$ cat src/rtl/lfm_pkg.sv
/*
 * Constants, types and lookup functions for the LED fault monitor.
 * Assumes a 125 MHz system clock; all times are converted to cycles here.
 */
package lfm_pkg;

    localparam int CLK_KHZ      = 125000;
    localparam int EN_LOW_MS    = 50;
    localparam int PULSE_MS     = 500;
    localparam int EN_LOW_CYC   = EN_LOW_MS * CLK_KHZ;
    localparam int PULSE_CYC    = PULSE_MS * CLK_KHZ;
    localparam int TMR_W        = 26;
    localparam int OC_PERIODS   = 16;

    localparam logic [7:0] SHORT_CODE   = 8'h06;
    localparam logic [7:0] DERATE_NUM   = 8'h03;
    localparam int         DERATE_SHIFT = 2;
    localparam logic [7:0] STAT_RESET   = 8'h00;

    // Global status one
    localparam int GS1_UV     = 6;
    localparam int GS1_DUTY   = 5;
    localparam int GS1_DERATE = 4;
    // Global status two
    localparam int GS2_WARN   = 6;
    localparam int GS2_SHUT   = 5;
    localparam int GS2_FRAME  = 4;
    // Channel status
    localparam int CH_OPEN    = 3;
    localparam int CH_SHORT   = 2;
    localparam int CH_SINGLE  = 1;
    localparam int CH_OC      = 0;

    typedef enum logic [1:0] {
        LFM_RD_GS1 = 2'h0,
        LFM_RD_GS2 = 2'h1,
        LFM_RD_CH1 = 2'h2,
        LFM_RD_CH2 = 2'h3
    } lfm_rd_sel_t;

    typedef struct packed {
        logic       en_pin;      // Channel enable pin, asynchronous
        logic [7:0] led_code;    // LED string voltage, 80 V full scale
        logic       open_hit;    // Open string comparator
        logic       oc_over;     // Buck switch above overcurrent level
        logic       buck_tick;   // One pulse per buck period
        logic [7:0] duty_prog;   // Programmed dimming duty
    } lfm_chan_in_t;

    // Boost undervoltage level in volts per booster range
    function automatic logic [7:0] lfm_uv_level(input logic [3:0] rng);
        case (rng)
            4'h0, 4'h1, 4'h2: lfm_uv_level = 8'h0D;
            4'h3: lfm_uv_level = 8'h0F;
            4'h4: lfm_uv_level = 8'h12;
            4'h5: lfm_uv_level = 8'h14;
            4'h6: lfm_uv_level = 8'h17;
            4'h7: lfm_uv_level = 8'h19;
            4'h8: lfm_uv_level = 8'h1C;
            4'h9: lfm_uv_level = 8'h1E;
            4'hA: lfm_uv_level = 8'h21;
            4'hB: lfm_uv_level = 8'h23;
            4'hC: lfm_uv_level = 8'h26;
            4'hD: lfm_uv_level = 8'h28;
            4'hE: lfm_uv_level = 8'h2D;
            default: lfm_uv_level = 8'h37;
        endcase
    endfunction : lfm_uv_level

    // Flag update where a new event beats a clear in the same cycle
    function automatic logic lfm_flag(input logic cur, input logic set,
                                      input logic clr);
        lfm_flag = set | (cur & ~clr);
    endfunction : lfm_flag

endpackage : lfm_pkg

$ cat src/rtl/lfm_sync.sv
/*
 * Three-flop input synchroniser with agreement filter.
 * Assumes the input is asynchronous to clock; output is a clean level.
 */
`timescale 1ns/100ps
module lfm_sync (
    input  wire logic clock,    // System clock
    input  wire logic rst_n,    // Synchronised reset, active low
    input  wire logic d_in,     // Asynchronous input
    output logic      q_out     // Filtered, synchronous level
);
    logic s1_q;
    logic s2_q;
    logic s3_q;

    // A change counts only once the second and third stage agree
    always_ff @(posedge clock or negedge rst_n) begin
        if (!rst_n) begin
            s1_q  <= 1'b0;
            s2_q  <= 1'b0;
            s3_q  <= 1'b0;
            q_out <= 1'b0;
        end else begin
            s1_q <= d_in;
            s2_q <= s1_q;
            s3_q <= s2_q;
            if (s2_q == s3_q) begin
                q_out <= s3_q;
            end
        end
    end
endmodule : lfm_sync

$ cat src/rtl/lfm_chan.sv
/*
 * Per-channel timing: enable-low clear timer, overcurrent period counter
 * and the one-shot window for pulsed diagnostic mode.
 * Assumes buck_tick is one cycle wide and synchronous to clock.
 */
`timescale 1ns/100ps
module lfm_chan #(
    parameter int EN_LOW_CYC = lfm_pkg::EN_LOW_CYC,
    parameter int PULSE_CYC  = lfm_pkg::PULSE_CYC
) (
    input  wire logic clock,      // System clock
    input  wire logic rst_n,      // Synchronised reset, active low
    input  wire logic en_pin,     // Enable pin, asynchronous
    input  wire logic buck_tick,  // Buck period pulse
    input  wire logic oc_over,    // Switch current above level
    output logic      en_level,   // Synchronised enable
    output logic      low_fire,   // Enable low beyond limit, pulse
    output logic      oc_trip,    // Overcurrent persisted, pulse
    output logic      pulse_win   // Pulsed-mode high window
);
    localparam int TMR_BITS = lfm_pkg::TMR_W;
    localparam logic [TMR_BITS-1:0] LOW_END   = TMR_BITS'(EN_LOW_CYC);
    localparam logic [TMR_BITS-1:0] PULSE_LEN = TMR_BITS'(PULSE_CYC);
    localparam logic [4:0] OC_LAST = 5'(lfm_pkg::OC_PERIODS - 1);

    logic [lfm_pkg::TMR_W-1:0] low_q;
    logic [lfm_pkg::TMR_W-1:0] pul_q;
    logic [4:0]                oc_q;
    logic                      en_prev_q;
    wire                       en_rise;

    lfm_sync u_en_sync (
        .clock (clock),
        .rst_n (rst_n),
        .d_in  (en_pin),
        .q_out (en_level)
    );

    assign en_rise   = en_level & ~en_prev_q;
    // Timer restarts on any high level and fires once
    assign low_fire  = ~en_level & (low_q == LOW_END - 1'b1);
    assign oc_trip   = buck_tick & oc_over & (oc_q == OC_LAST);
    assign pulse_win = en_level & (pul_q != '0);

    always_ff @(posedge clock or negedge rst_n) begin
        if (!rst_n) begin
            low_q     <= '0;
            oc_q      <= 5'h00;
            pul_q     <= '0;
            en_prev_q <= 1'b0;
        end else begin
            en_prev_q <= en_level;
            if (en_level) begin
                low_q <= '0;
            end else if (low_q != LOW_END) begin
                low_q <= low_q + 1'b1;
            end
            if (buck_tick) begin
                oc_q <= oc_over ? ((oc_q == OC_LAST) ? oc_q : oc_q + 5'h01)
                                : 5'h00;
            end
            if (en_rise) begin
                pul_q <= PULSE_LEN;
            end else if (pul_q != '0) begin
                pul_q <= pul_q - 1'b1;
            end
        end
    end
endmodule : lfm_chan

$ cat src/rtl/lfm_monitor.sv
/*
 * Fault detection and reporting for a two-channel LED driver with boost.
 * Latches status flags, gates booster and buck enables on thermal state,
 * derates duty and drives one diagnostic pin per channel.
 * Assumes comparator and ADC results arrive synchronous to clock, except
 * the channel enable pins which are synchronised here. Status reads are
 * strobes from the serial front end in the same clock domain.
 */
`timescale 1ns/100ps

// Contract
// - Thermal warning cuts duty to three quarters
// - Shutdown disables booster and both outputs
// - Shutdown flag latched until status two read
// - Re-enable uses live signals, both deasserted
// - Frame length not multiple of sixteen flagged
// - Undervoltage flag, both pins low, cleared
// - Open string flag, pin low, cleared
// - Undervoltage level follows booster range table
// - String short below code 06 hex
// - Single short below programmable threshold
// - Threshold default from storage, writable override
// - Single short only sets status
// - Overcurrent sixteen periods flags, channel off
// - Overcurrent flag cleared by read or enable
// - Mode bit selects static or pulsed pin
// - Static mode: pin high while active, clean
// - Pulsed mode: single 500 ms high pulse
// - Pin low while any channel error persists
// - Status bit placement in three registers
// - Duty limit flag, cleared by read only
// - Derate flag set when derating active
module lfm_monitor #(
    parameter int EN_LOW_CYC = lfm_pkg::EN_LOW_CYC,
    parameter int PULSE_CYC  = lfm_pkg::PULSE_CYC
) (
    input  wire logic                 clock,           // 125 MHz clock
    input  wire logic                 rstn,            // Async reset, low
    input  wire lfm_pkg::lfm_chan_in_t ch1_in,         // Channel 1 inputs
    input  wire lfm_pkg::lfm_chan_in_t ch2_in,         // Channel 2 inputs
    input  wire logic                 thermal_warning,  // Live warning
    input  wire logic                 thermal_shutdown, // Live shutdown
    input  wire logic                 duty_limit_hit,   // Booster at max
    input  wire logic                 derate_disable,   // Derating off
    input  wire logic [3:0]           boost_range,      // Booster range
    input  wire logic [7:0]           boost_volt,       // Boost volts
    input  wire logic                 diag_pulsed_mode, // Mode bit
    input  wire logic [7:0]           thr1_nvm,         // Stored default
    input  wire logic [7:0]           thr2_nvm,         // Stored default
    input  wire logic                 thr_wr,           // Override write
    input  wire logic                 thr_wr_ch,        // 0: ch1, 1: ch2
    input  wire logic [7:0]           thr_wr_data,      // Override value
    input  wire logic                 frame_done,       // Frame ended
    input  wire logic [7:0]           frame_bits,       // Bits in frame
    input  wire logic                 rd_stb,           // Status read
    input  wire lfm_pkg::lfm_rd_sel_t rd_sel,           // Which register
    output logic [7:0]                rd_data,          // Read result
    output logic                      booster_en,       // Booster on
    output logic [1:0]                string_drive_en,  // Buck channels on
    output logic [7:0]                duty1_out,        // Applied duty 1
    output logic [7:0]                duty2_out,        // Applied duty 2
    output logic [1:0]                fault_report_pin  // Diagnostic pins
);
    logic rst_s1_q;
    logic rst_n;

    // Reset asserts at once and releases through two flops
    always_ff @(posedge clock or negedge rstn) begin
        if (!rstn) begin
            rst_s1_q <= 1'b0;
            rst_n    <= 1'b0;
        end else begin
            rst_s1_q <= 1'b1;
            rst_n    <= rst_s1_q;
        end
    end

    wire [1:0] en_level;
    wire [1:0] low_fire;
    wire [1:0] oc_trip;
    wire [1:0] pulse_win;

    lfm_chan #(
        .EN_LOW_CYC (EN_LOW_CYC),
        .PULSE_CYC  (PULSE_CYC)
    ) u_ch1 (
        .clock     (clock),
        .rst_n     (rst_n),
        .en_pin    (ch1_in.en_pin),
        .buck_tick (ch1_in.buck_tick),
        .oc_over   (ch1_in.oc_over),
        .en_level  (en_level[0]),
        .low_fire  (low_fire[0]),
        .oc_trip   (oc_trip[0]),
        .pulse_win (pulse_win[0])
    );

    lfm_chan #(
        .EN_LOW_CYC (EN_LOW_CYC),
        .PULSE_CYC  (PULSE_CYC)
    ) u_ch2 (
        .clock     (clock),
        .rst_n     (rst_n),
        .en_pin    (ch2_in.en_pin),
        .buck_tick (ch2_in.buck_tick),
        .oc_over   (ch2_in.oc_over),
        .en_level  (en_level[1]),
        .low_fire  (low_fire[1]),
        .oc_trip   (oc_trip[1]),
        .pulse_win (pulse_win[1])
    );

    // Single short thresholds: stored default until a write overrides
    logic [7:0] thr1_q;
    logic [7:0] thr2_q;
    logic [1:0] thr_ovr_q;
    wire  [7:0] thr1_eff;
    wire  [7:0] thr2_eff;

    assign thr1_eff = thr_ovr_q[0] ? thr1_q : thr1_nvm;
    assign thr2_eff = thr_ovr_q[1] ? thr2_q : thr2_nvm;

    always_ff @(posedge clock or negedge rst_n) begin
        if (!rst_n) begin
            thr1_q    <= 8'h00;
            thr2_q    <= 8'h00;
            thr_ovr_q <= 2'h0;
        end else if (thr_wr) begin
            if (thr_wr_ch) begin
                thr2_q       <= thr_wr_data;
                thr_ovr_q[1] <= 1'b1;
            end else begin
                thr1_q       <= thr_wr_data;
                thr_ovr_q[0] <= 1'b1;
            end
        end
    end

    // Thermal hold ends only when both live signals are gone
    logic therm_hold_q;
    wire  therm_hold_d;

    assign therm_hold_d = thermal_shutdown |
                          (therm_hold_q & thermal_warning);

    always_ff @(posedge clock or negedge rst_n) begin
        if (!rst_n) begin
            therm_hold_q <= 1'b0;
        end else begin
            therm_hold_q <= therm_hold_d;
        end
    end

    // Detection terms
    wire       uv_hit;
    wire [1:0] open_hit;
    wire [1:0] short_hit;
    wire [1:0] single_hit;
    wire       derate_on;
    wire       frame_err;

    assign uv_hit = boost_volt < lfm_pkg::lfm_uv_level(boost_range);
    assign open_hit   = {ch2_in.open_hit, ch1_in.open_hit} & en_level;
    assign short_hit  = {ch2_in.led_code < lfm_pkg::SHORT_CODE,
                         ch1_in.led_code < lfm_pkg::SHORT_CODE}
                        & en_level;
    assign single_hit = {ch2_in.led_code < thr2_eff,
                         ch1_in.led_code < thr1_eff} & en_level;
    assign derate_on  = thermal_warning & ~derate_disable;
    assign frame_err  = frame_done & (frame_bits[3:0] != 4'h0);

    // Clear sources
    wire       rd_gs1;
    wire       rd_gs2;
    wire [1:0] rd_ch;
    wire       uv_clr;

    assign rd_gs1 = rd_stb & (rd_sel == lfm_pkg::LFM_RD_GS1);
    assign rd_gs2 = rd_stb & (rd_sel == lfm_pkg::LFM_RD_GS2);
    assign rd_ch  = {rd_stb & (rd_sel == lfm_pkg::LFM_RD_CH2),
                     rd_stb & (rd_sel == lfm_pkg::LFM_RD_CH1)};
    assign uv_clr = rd_gs1 | (|low_fire);

    // Latched flags
    logic       uv_q;
    logic       duty_q;
    logic       derate_q;
    logic       shut_q;
    logic       frame_q;
    logic [1:0] open_q;
    logic [1:0] short_q;
    logic [1:0] single_q;
    logic [1:0] oc_q;
    logic [1:0] ch_clr;

    assign ch_clr = rd_ch | low_fire;

    always_ff @(posedge clock or negedge rst_n) begin
        if (!rst_n) begin
            uv_q     <= 1'b0;
            duty_q   <= 1'b0;
            derate_q <= 1'b0;
            shut_q   <= 1'b0;
            frame_q  <= 1'b0;
            open_q   <= 2'h0;
            short_q  <= 2'h0;
            single_q <= 2'h0;
            oc_q     <= 2'h0;
        end else begin
            uv_q     <= lfm_pkg::lfm_flag(uv_q, uv_hit, uv_clr);
            duty_q   <= lfm_pkg::lfm_flag(duty_q, duty_limit_hit,
                                          rd_gs1);
            derate_q <= lfm_pkg::lfm_flag(derate_q, derate_on,
                                          rd_gs1);
            shut_q   <= lfm_pkg::lfm_flag(shut_q, thermal_shutdown,
                                          rd_gs2);
            frame_q  <= lfm_pkg::lfm_flag(frame_q, frame_err,
                                          rd_gs2);
            for (int i = 0; i < 2; i++) begin
                open_q[i]   <= lfm_pkg::lfm_flag(open_q[i], open_hit[i],
                                                 ch_clr[i]);
                short_q[i]  <= lfm_pkg::lfm_flag(short_q[i], short_hit[i],
                                                 ch_clr[i]);
                single_q[i] <= lfm_pkg::lfm_flag(single_q[i],
                                                 single_hit[i],
                                                 ch_clr[i]);
                oc_q[i]     <= lfm_pkg::lfm_flag(oc_q[i], oc_trip[i],
                                                 ch_clr[i]);
            end
        end
    end

    // Status layout; warning bit shows the live signal
    wire [7:0] gs1_val;
    wire [7:0] gs2_val;
    wire [7:0] ch1_val;
    wire [7:0] ch2_val;
    wire [7:0] rd_mux;

    assign gs1_val = {1'b0, uv_q, duty_q, derate_q, 4'h0};
    assign gs2_val = {1'b0, thermal_warning, shut_q, frame_q, 4'h0};
    assign ch1_val = {4'h0, open_q[0], short_q[0], single_q[0],
                      oc_q[0]};
    assign ch2_val = {4'h0, open_q[1], short_q[1], single_q[1],
                      oc_q[1]};
    assign rd_mux  = (rd_sel == lfm_pkg::LFM_RD_GS1) ? gs1_val :
                     (rd_sel == lfm_pkg::LFM_RD_GS2) ? gs2_val :
                     (rd_sel == lfm_pkg::LFM_RD_CH1) ? ch1_val : ch2_val;

    // Outputs
    wire [1:0]  drive_d;
    wire [1:0]  chan_err;
    wire [1:0]  pin_d;
    wire [15:0] der1;
    wire [15:0] der2;

    // Live hold term so both strings drop on the same edge as the booster
    assign drive_d  = en_level & ~oc_q & {2{~therm_hold_d}};
    // Single short is deliberately absent from the pin error
    assign chan_err = open_q | short_q | oc_q |
                      {2{uv_q | therm_hold_q}};
    assign pin_d    = diag_pulsed_mode ? (pulse_win & ~chan_err)
                                       : (drive_d & ~chan_err);
    assign der1 = 16'(ch1_in.duty_prog * lfm_pkg::DERATE_NUM)
                  >> lfm_pkg::DERATE_SHIFT;
    assign der2 = 16'(ch2_in.duty_prog * lfm_pkg::DERATE_NUM)
                  >> lfm_pkg::DERATE_SHIFT;

    always_ff @(posedge clock or negedge rst_n) begin
        if (!rst_n) begin
            rd_data          <= lfm_pkg::STAT_RESET;
            booster_en       <= 1'b0;
            string_drive_en  <= 2'h0;
            duty1_out        <= 8'h00;
            duty2_out        <= 8'h00;
            fault_report_pin <= 2'h0;
        end else begin
            if (rd_stb) begin
                rd_data <= rd_mux;
            end
            booster_en       <= ~therm_hold_d;
            string_drive_en  <= drive_d;
            duty1_out        <= derate_on ? der1[7:0]
                                          : ch1_in.duty_prog;
            duty2_out        <= derate_on ? der2[7:0]
                                          : ch2_in.duty_prog;
            fault_report_pin <= pin_d;
        end
    end
endmodule : lfm_monitor

$ cat config.mk
export PLATFORM = sky130hd
export DESIGN_NAME = lfm_monitor
export DESIGN_NICKNAME = d
export VERILOG_FILES = /design/src/rtl/lfm_pkg.sv /design/src/rtl/lfm_sync.sv /design/src/rtl/lfm_chan.sv /design/src/rtl/lfm_monitor.sv
export SDC_FILE = /design/constraint.sdc
export NUM_CORES = 1
export LEC_CHECK = 0
export ABC_AREA = 1
export BUFFER_PORTS_ARGS = -buffer_cell sky130_fd_sc_hd__buf_2
export CORE_ASPECT_RATIO = 0.7
export CORE_MARGIN = 8
export CORE_UTILIZATION = 52
export CTS_BUF_LIST = sky130_fd_sc_hd__clkbuf_16
export CTS_CLUSTER_DIAMETER = 200
export DETAILED_ROUTE_END_ITERATION = 7
export PLACE_DENSITY = 0.72
export SLEW_MARGIN = 30
export SYNTH_ARGS = -nofsm -noshare
export SYNTH_HDL_FRONTEND = slang
export SYNTH_HIERARCHICAL = 1
export SYNTH_SLANG_ARGS = --single-unit
$ cat constraint.sdc
create_clock -name clock -period 9.1 [get_ports clock]
set_input_delay 1.82 -clock clock [delete_from_list [all_inputs] [get_ports clock]]
set_output_delay 1.82 -clock clock [all_outputs]
set_load 0.05 [all_outputs]
==> flow_metrics.py <==
metrics = {
    "outcome": {
        "status": "complete, no violations",
    },
    "cells_and_area": {
        "nets": 1843,
        "layoutNonFillerInstCount": 1996,
        "drive_above_1_share_pct": 14.6,
        "fin_area_sq_mm": 0.0129,
        "nFillCells": 1945,
        "area_delta_synth_final_pct": 12.5,
    },
    "grt": {
        "grt_pass1_vias": 9904,
        "use_met3_pct": 6.60,
        "antenna_found_initial": 11,
        "met1_usage_pct": 29.3,
        "grt_max_degree": 83,
        "grt_use_total_pct": 21.4,
        "use_met2_pct": 32.5,
        "grt.overflow.total": 0,
        "grt-busiest-layer": "met2",
        "grt_pass1_wl_microns": 48000,
    },
    "floorplanning": {
        "die-height_microns": 140,
        "io_pins": 126,
        "fp.dieW_microns": 193,
        "die_area_sq_mm": 0.0271,
        "initial_utilization_pct": 52.9,
        "core_area_sq_mm": 0.0217,
        "row_count": 45,
    },
    "timing": {
        "timing.final.hold_violations": 0,
        "fin_crit_sh_pct": 32.1,
        "finClkSkew_ns": 0.0102,
        "setup_violations": 0,
        "rsz0062_at_grt": "false",
        "fmax_mhz": 342,
        "min_period_ns": 2.92,
        "tightestPinTransition_ns": 0.787,
        "tns_ns": 0,
        "maxSlewHeadroom_pct": 47.6,
        "drv_slew": 0,
    },
    "route": {
        "drc": 0,
        "ant_nets": 0,
        "wirelength_microns": 28600,
        "drtPass1Iterations": 5,
        "vias": 10300,
        "wire_per_inst_microns": 14.3,
        "via_per_inst": 5.16,
        "first_iter_violations": 768,
    },
    "synthesis": {
        "yosysSeqAreaShare_pct": 40.6,
        "synth_top_area_share_pct": 40.6,
        "ys_ff_latch": 186,
        "async_flop_share_pct": 100,
        "syn_avg_cell_area_sq_um": 7.27,
        "synth_edf_count": 0,
        "synth_top_cell_by_area": "dfrtp_1",
        "synth.most_common_cell": "nand2_1",
        "syn_inst": 1576,
        "synth_nets": 1722,
        "ys.flop_type": "dfrtp_1",
        "ys_warn_count": 6,
        "synthTopCellsByArea": "dfrtp_1 (41%), nand2_1 (14%), nor2_1 (7.5%)",
        "syn_area_sq_mm": 0.0115,
        "synth.distinct_cells": 52,
        "ys_top_cells_by_count": "nand2_1 (424), nor2_1 (230), inv_1 (216), dfrtp_1 (186), nand3_1 (110)",
    },
    "clock_tree": {
        "cts.clk_slew.worst_paths_ns": 0.08,
        "hold_buffers": 0,
        "postCtsSetupBuffers": 0,
        "insertion_delay_ns": 0.44,
        "cts_max_path_buffers": 2,
        "cts.htree.levels": 4,
        "clkSinkCount": 186,
        "cts_root_buf": "clkbuf_16",
        "ctsResizeCount": 0,
        "tritoncts": "yes",
        "cts_buffers": 17,
    },
    "critical_path": {
        "crit_buf_inv": 1,
        "crit_type": "reg2out",
        "crit_cells": 1,
        "path_cells": "buf_2",
        "r2r_cells": 6,
        "worstPathRequired_ns": 7.28,
        "crit_path_end_kind": "primary output",
        "cp_slowest_cell": "dfrtp_1",
        "max_stage_delay_ns": 0.36,
        "arrival_ns": 1.10,
        "critical_path.top_delay_family": "flip-flops",
        "cp_max_fo": 2,
        "cp-start-kind": "flip-flop",
    },
    "power": {
        "power_uw": 2150,
        "irDropWorstVdd_mv": 0.130,
        "power_density_mw_per_mm2": 166,
        "power.leakage_uw": 0.00659,
    },
    "place": {
        "post_dp_cell_area_sq_mm": 0.0123,
        "placed_cells": 1960,
        "place.gp.congestion": 0.911,
        "portBuffers": 120,
        "dpl.hpwl_microns": 21700,
    },
    "flow_run": {
        "max-cap-violations": 0,
    },
    "min_path": {
        "hp-class": "reg2async",
    },
}
-- report_power, final --
group | switching [uW] | internal, uW
Clock | 355 | 388
Sequential | 69.9 | 896
Combinational | 296 | 143
-- stage by stage --
stage / setup slack, ns / hold WS (ns) / utilization [%]
finish: 6.18 / 0.249 / 59.5
global placement: 5.76 / 0.242 / 56.7
CTS: 6.17 / 0.265 / 59.5
detailed placement: 5.73 / 0.252 / 56.8
floorplan: 3.53 / 0.331 / -
global route: 6.06 / 0.277 / 59.5
-- final timing paths --
path	to	slack [ns]	start
min in group clock	u_ch2/u_en_sync/s2_q	0.35	u_ch2/u_en_sync/s1_q
max in group asynchronous	duty1_out[7]	7.80	rst_n
hold / removal	u_ch1/low_q[4]	0.25	rst_n
hold reg to reg	u_ch1/low_q[4]	0.25	rst_n
setup / recovery	rd_data[0]	6.18	rd_data[0]
setup reg to reg	u_ch2/pul_q[17]	6.67	u_ch2/u_en_sync/q_out
-- final cells by class --
type                    instances  area [sq um]  share of cell area (%)
flip-flops and latches        186          4660                    36.1
multi-input cells            1129          5760                    44.6
clock inverters                15           160                    1.24
clock buffers                  17           425                    3.30
diodes                          4          10.0                  0.0776
repair buffers                122           623                    4.83
inverters                     241           913                    7.08
well taps                     282           353                    2.73
-- layout by cell type (no fill, tap or decap), drive strengths merged, types with 16 or more instances in the layout --
cell,count
o21ai,59
nand2,445
inv,242
ha,47
a21oi,56
nand4,39
buf,122
nor2,264
nand3,114
clkbuf,17
nor3,20
mux2i,16
dfrtp,186
-- state kept, by name, summed over array words and instances, names as in the netlist, 5 cells and up --
name         count
u_ch2/pul_q     26
rd_data          7
u_ch1/pul_q     26
u_ch2/oc_q       5
u_ch1/low_q     26
duty1_out        8
duty2_out        8
thr1_q           8
u_ch2/low_q     26
u_ch1/oc_q       5
thr2_q           8
-- kinds of logic (layout without fill, tap and decap cells) --
family / after synthesis / count (layout) / synth area share, %
AND/OR/NAND/NOR: 904 / 904 / 35.1
flip-flops: 186 / 186 / 40.6
multiplexers: 16 / 16 / 1.40
XOR/XNOR: 15 / 15 / 1.15
buffers and inverters: 261 / 395 / 9.18
other: 2 / 6 / 0.0655
AO/OA/AOI/OAI: 143 / 143 / 7.01
adder cells (fa/ha/maj): 49 / 49 / 5.48
-- routing by layer --
layer | vias up | share of wire [%]
met5 | - | 0.28
met4 | 14 | 1.2
met3 | 36 | 7.9
met2 | 281 | 43
met1 | 4735 | 48
li1 | 5243 | -
No activity file was read; power rests on OpenSTA's default activity.
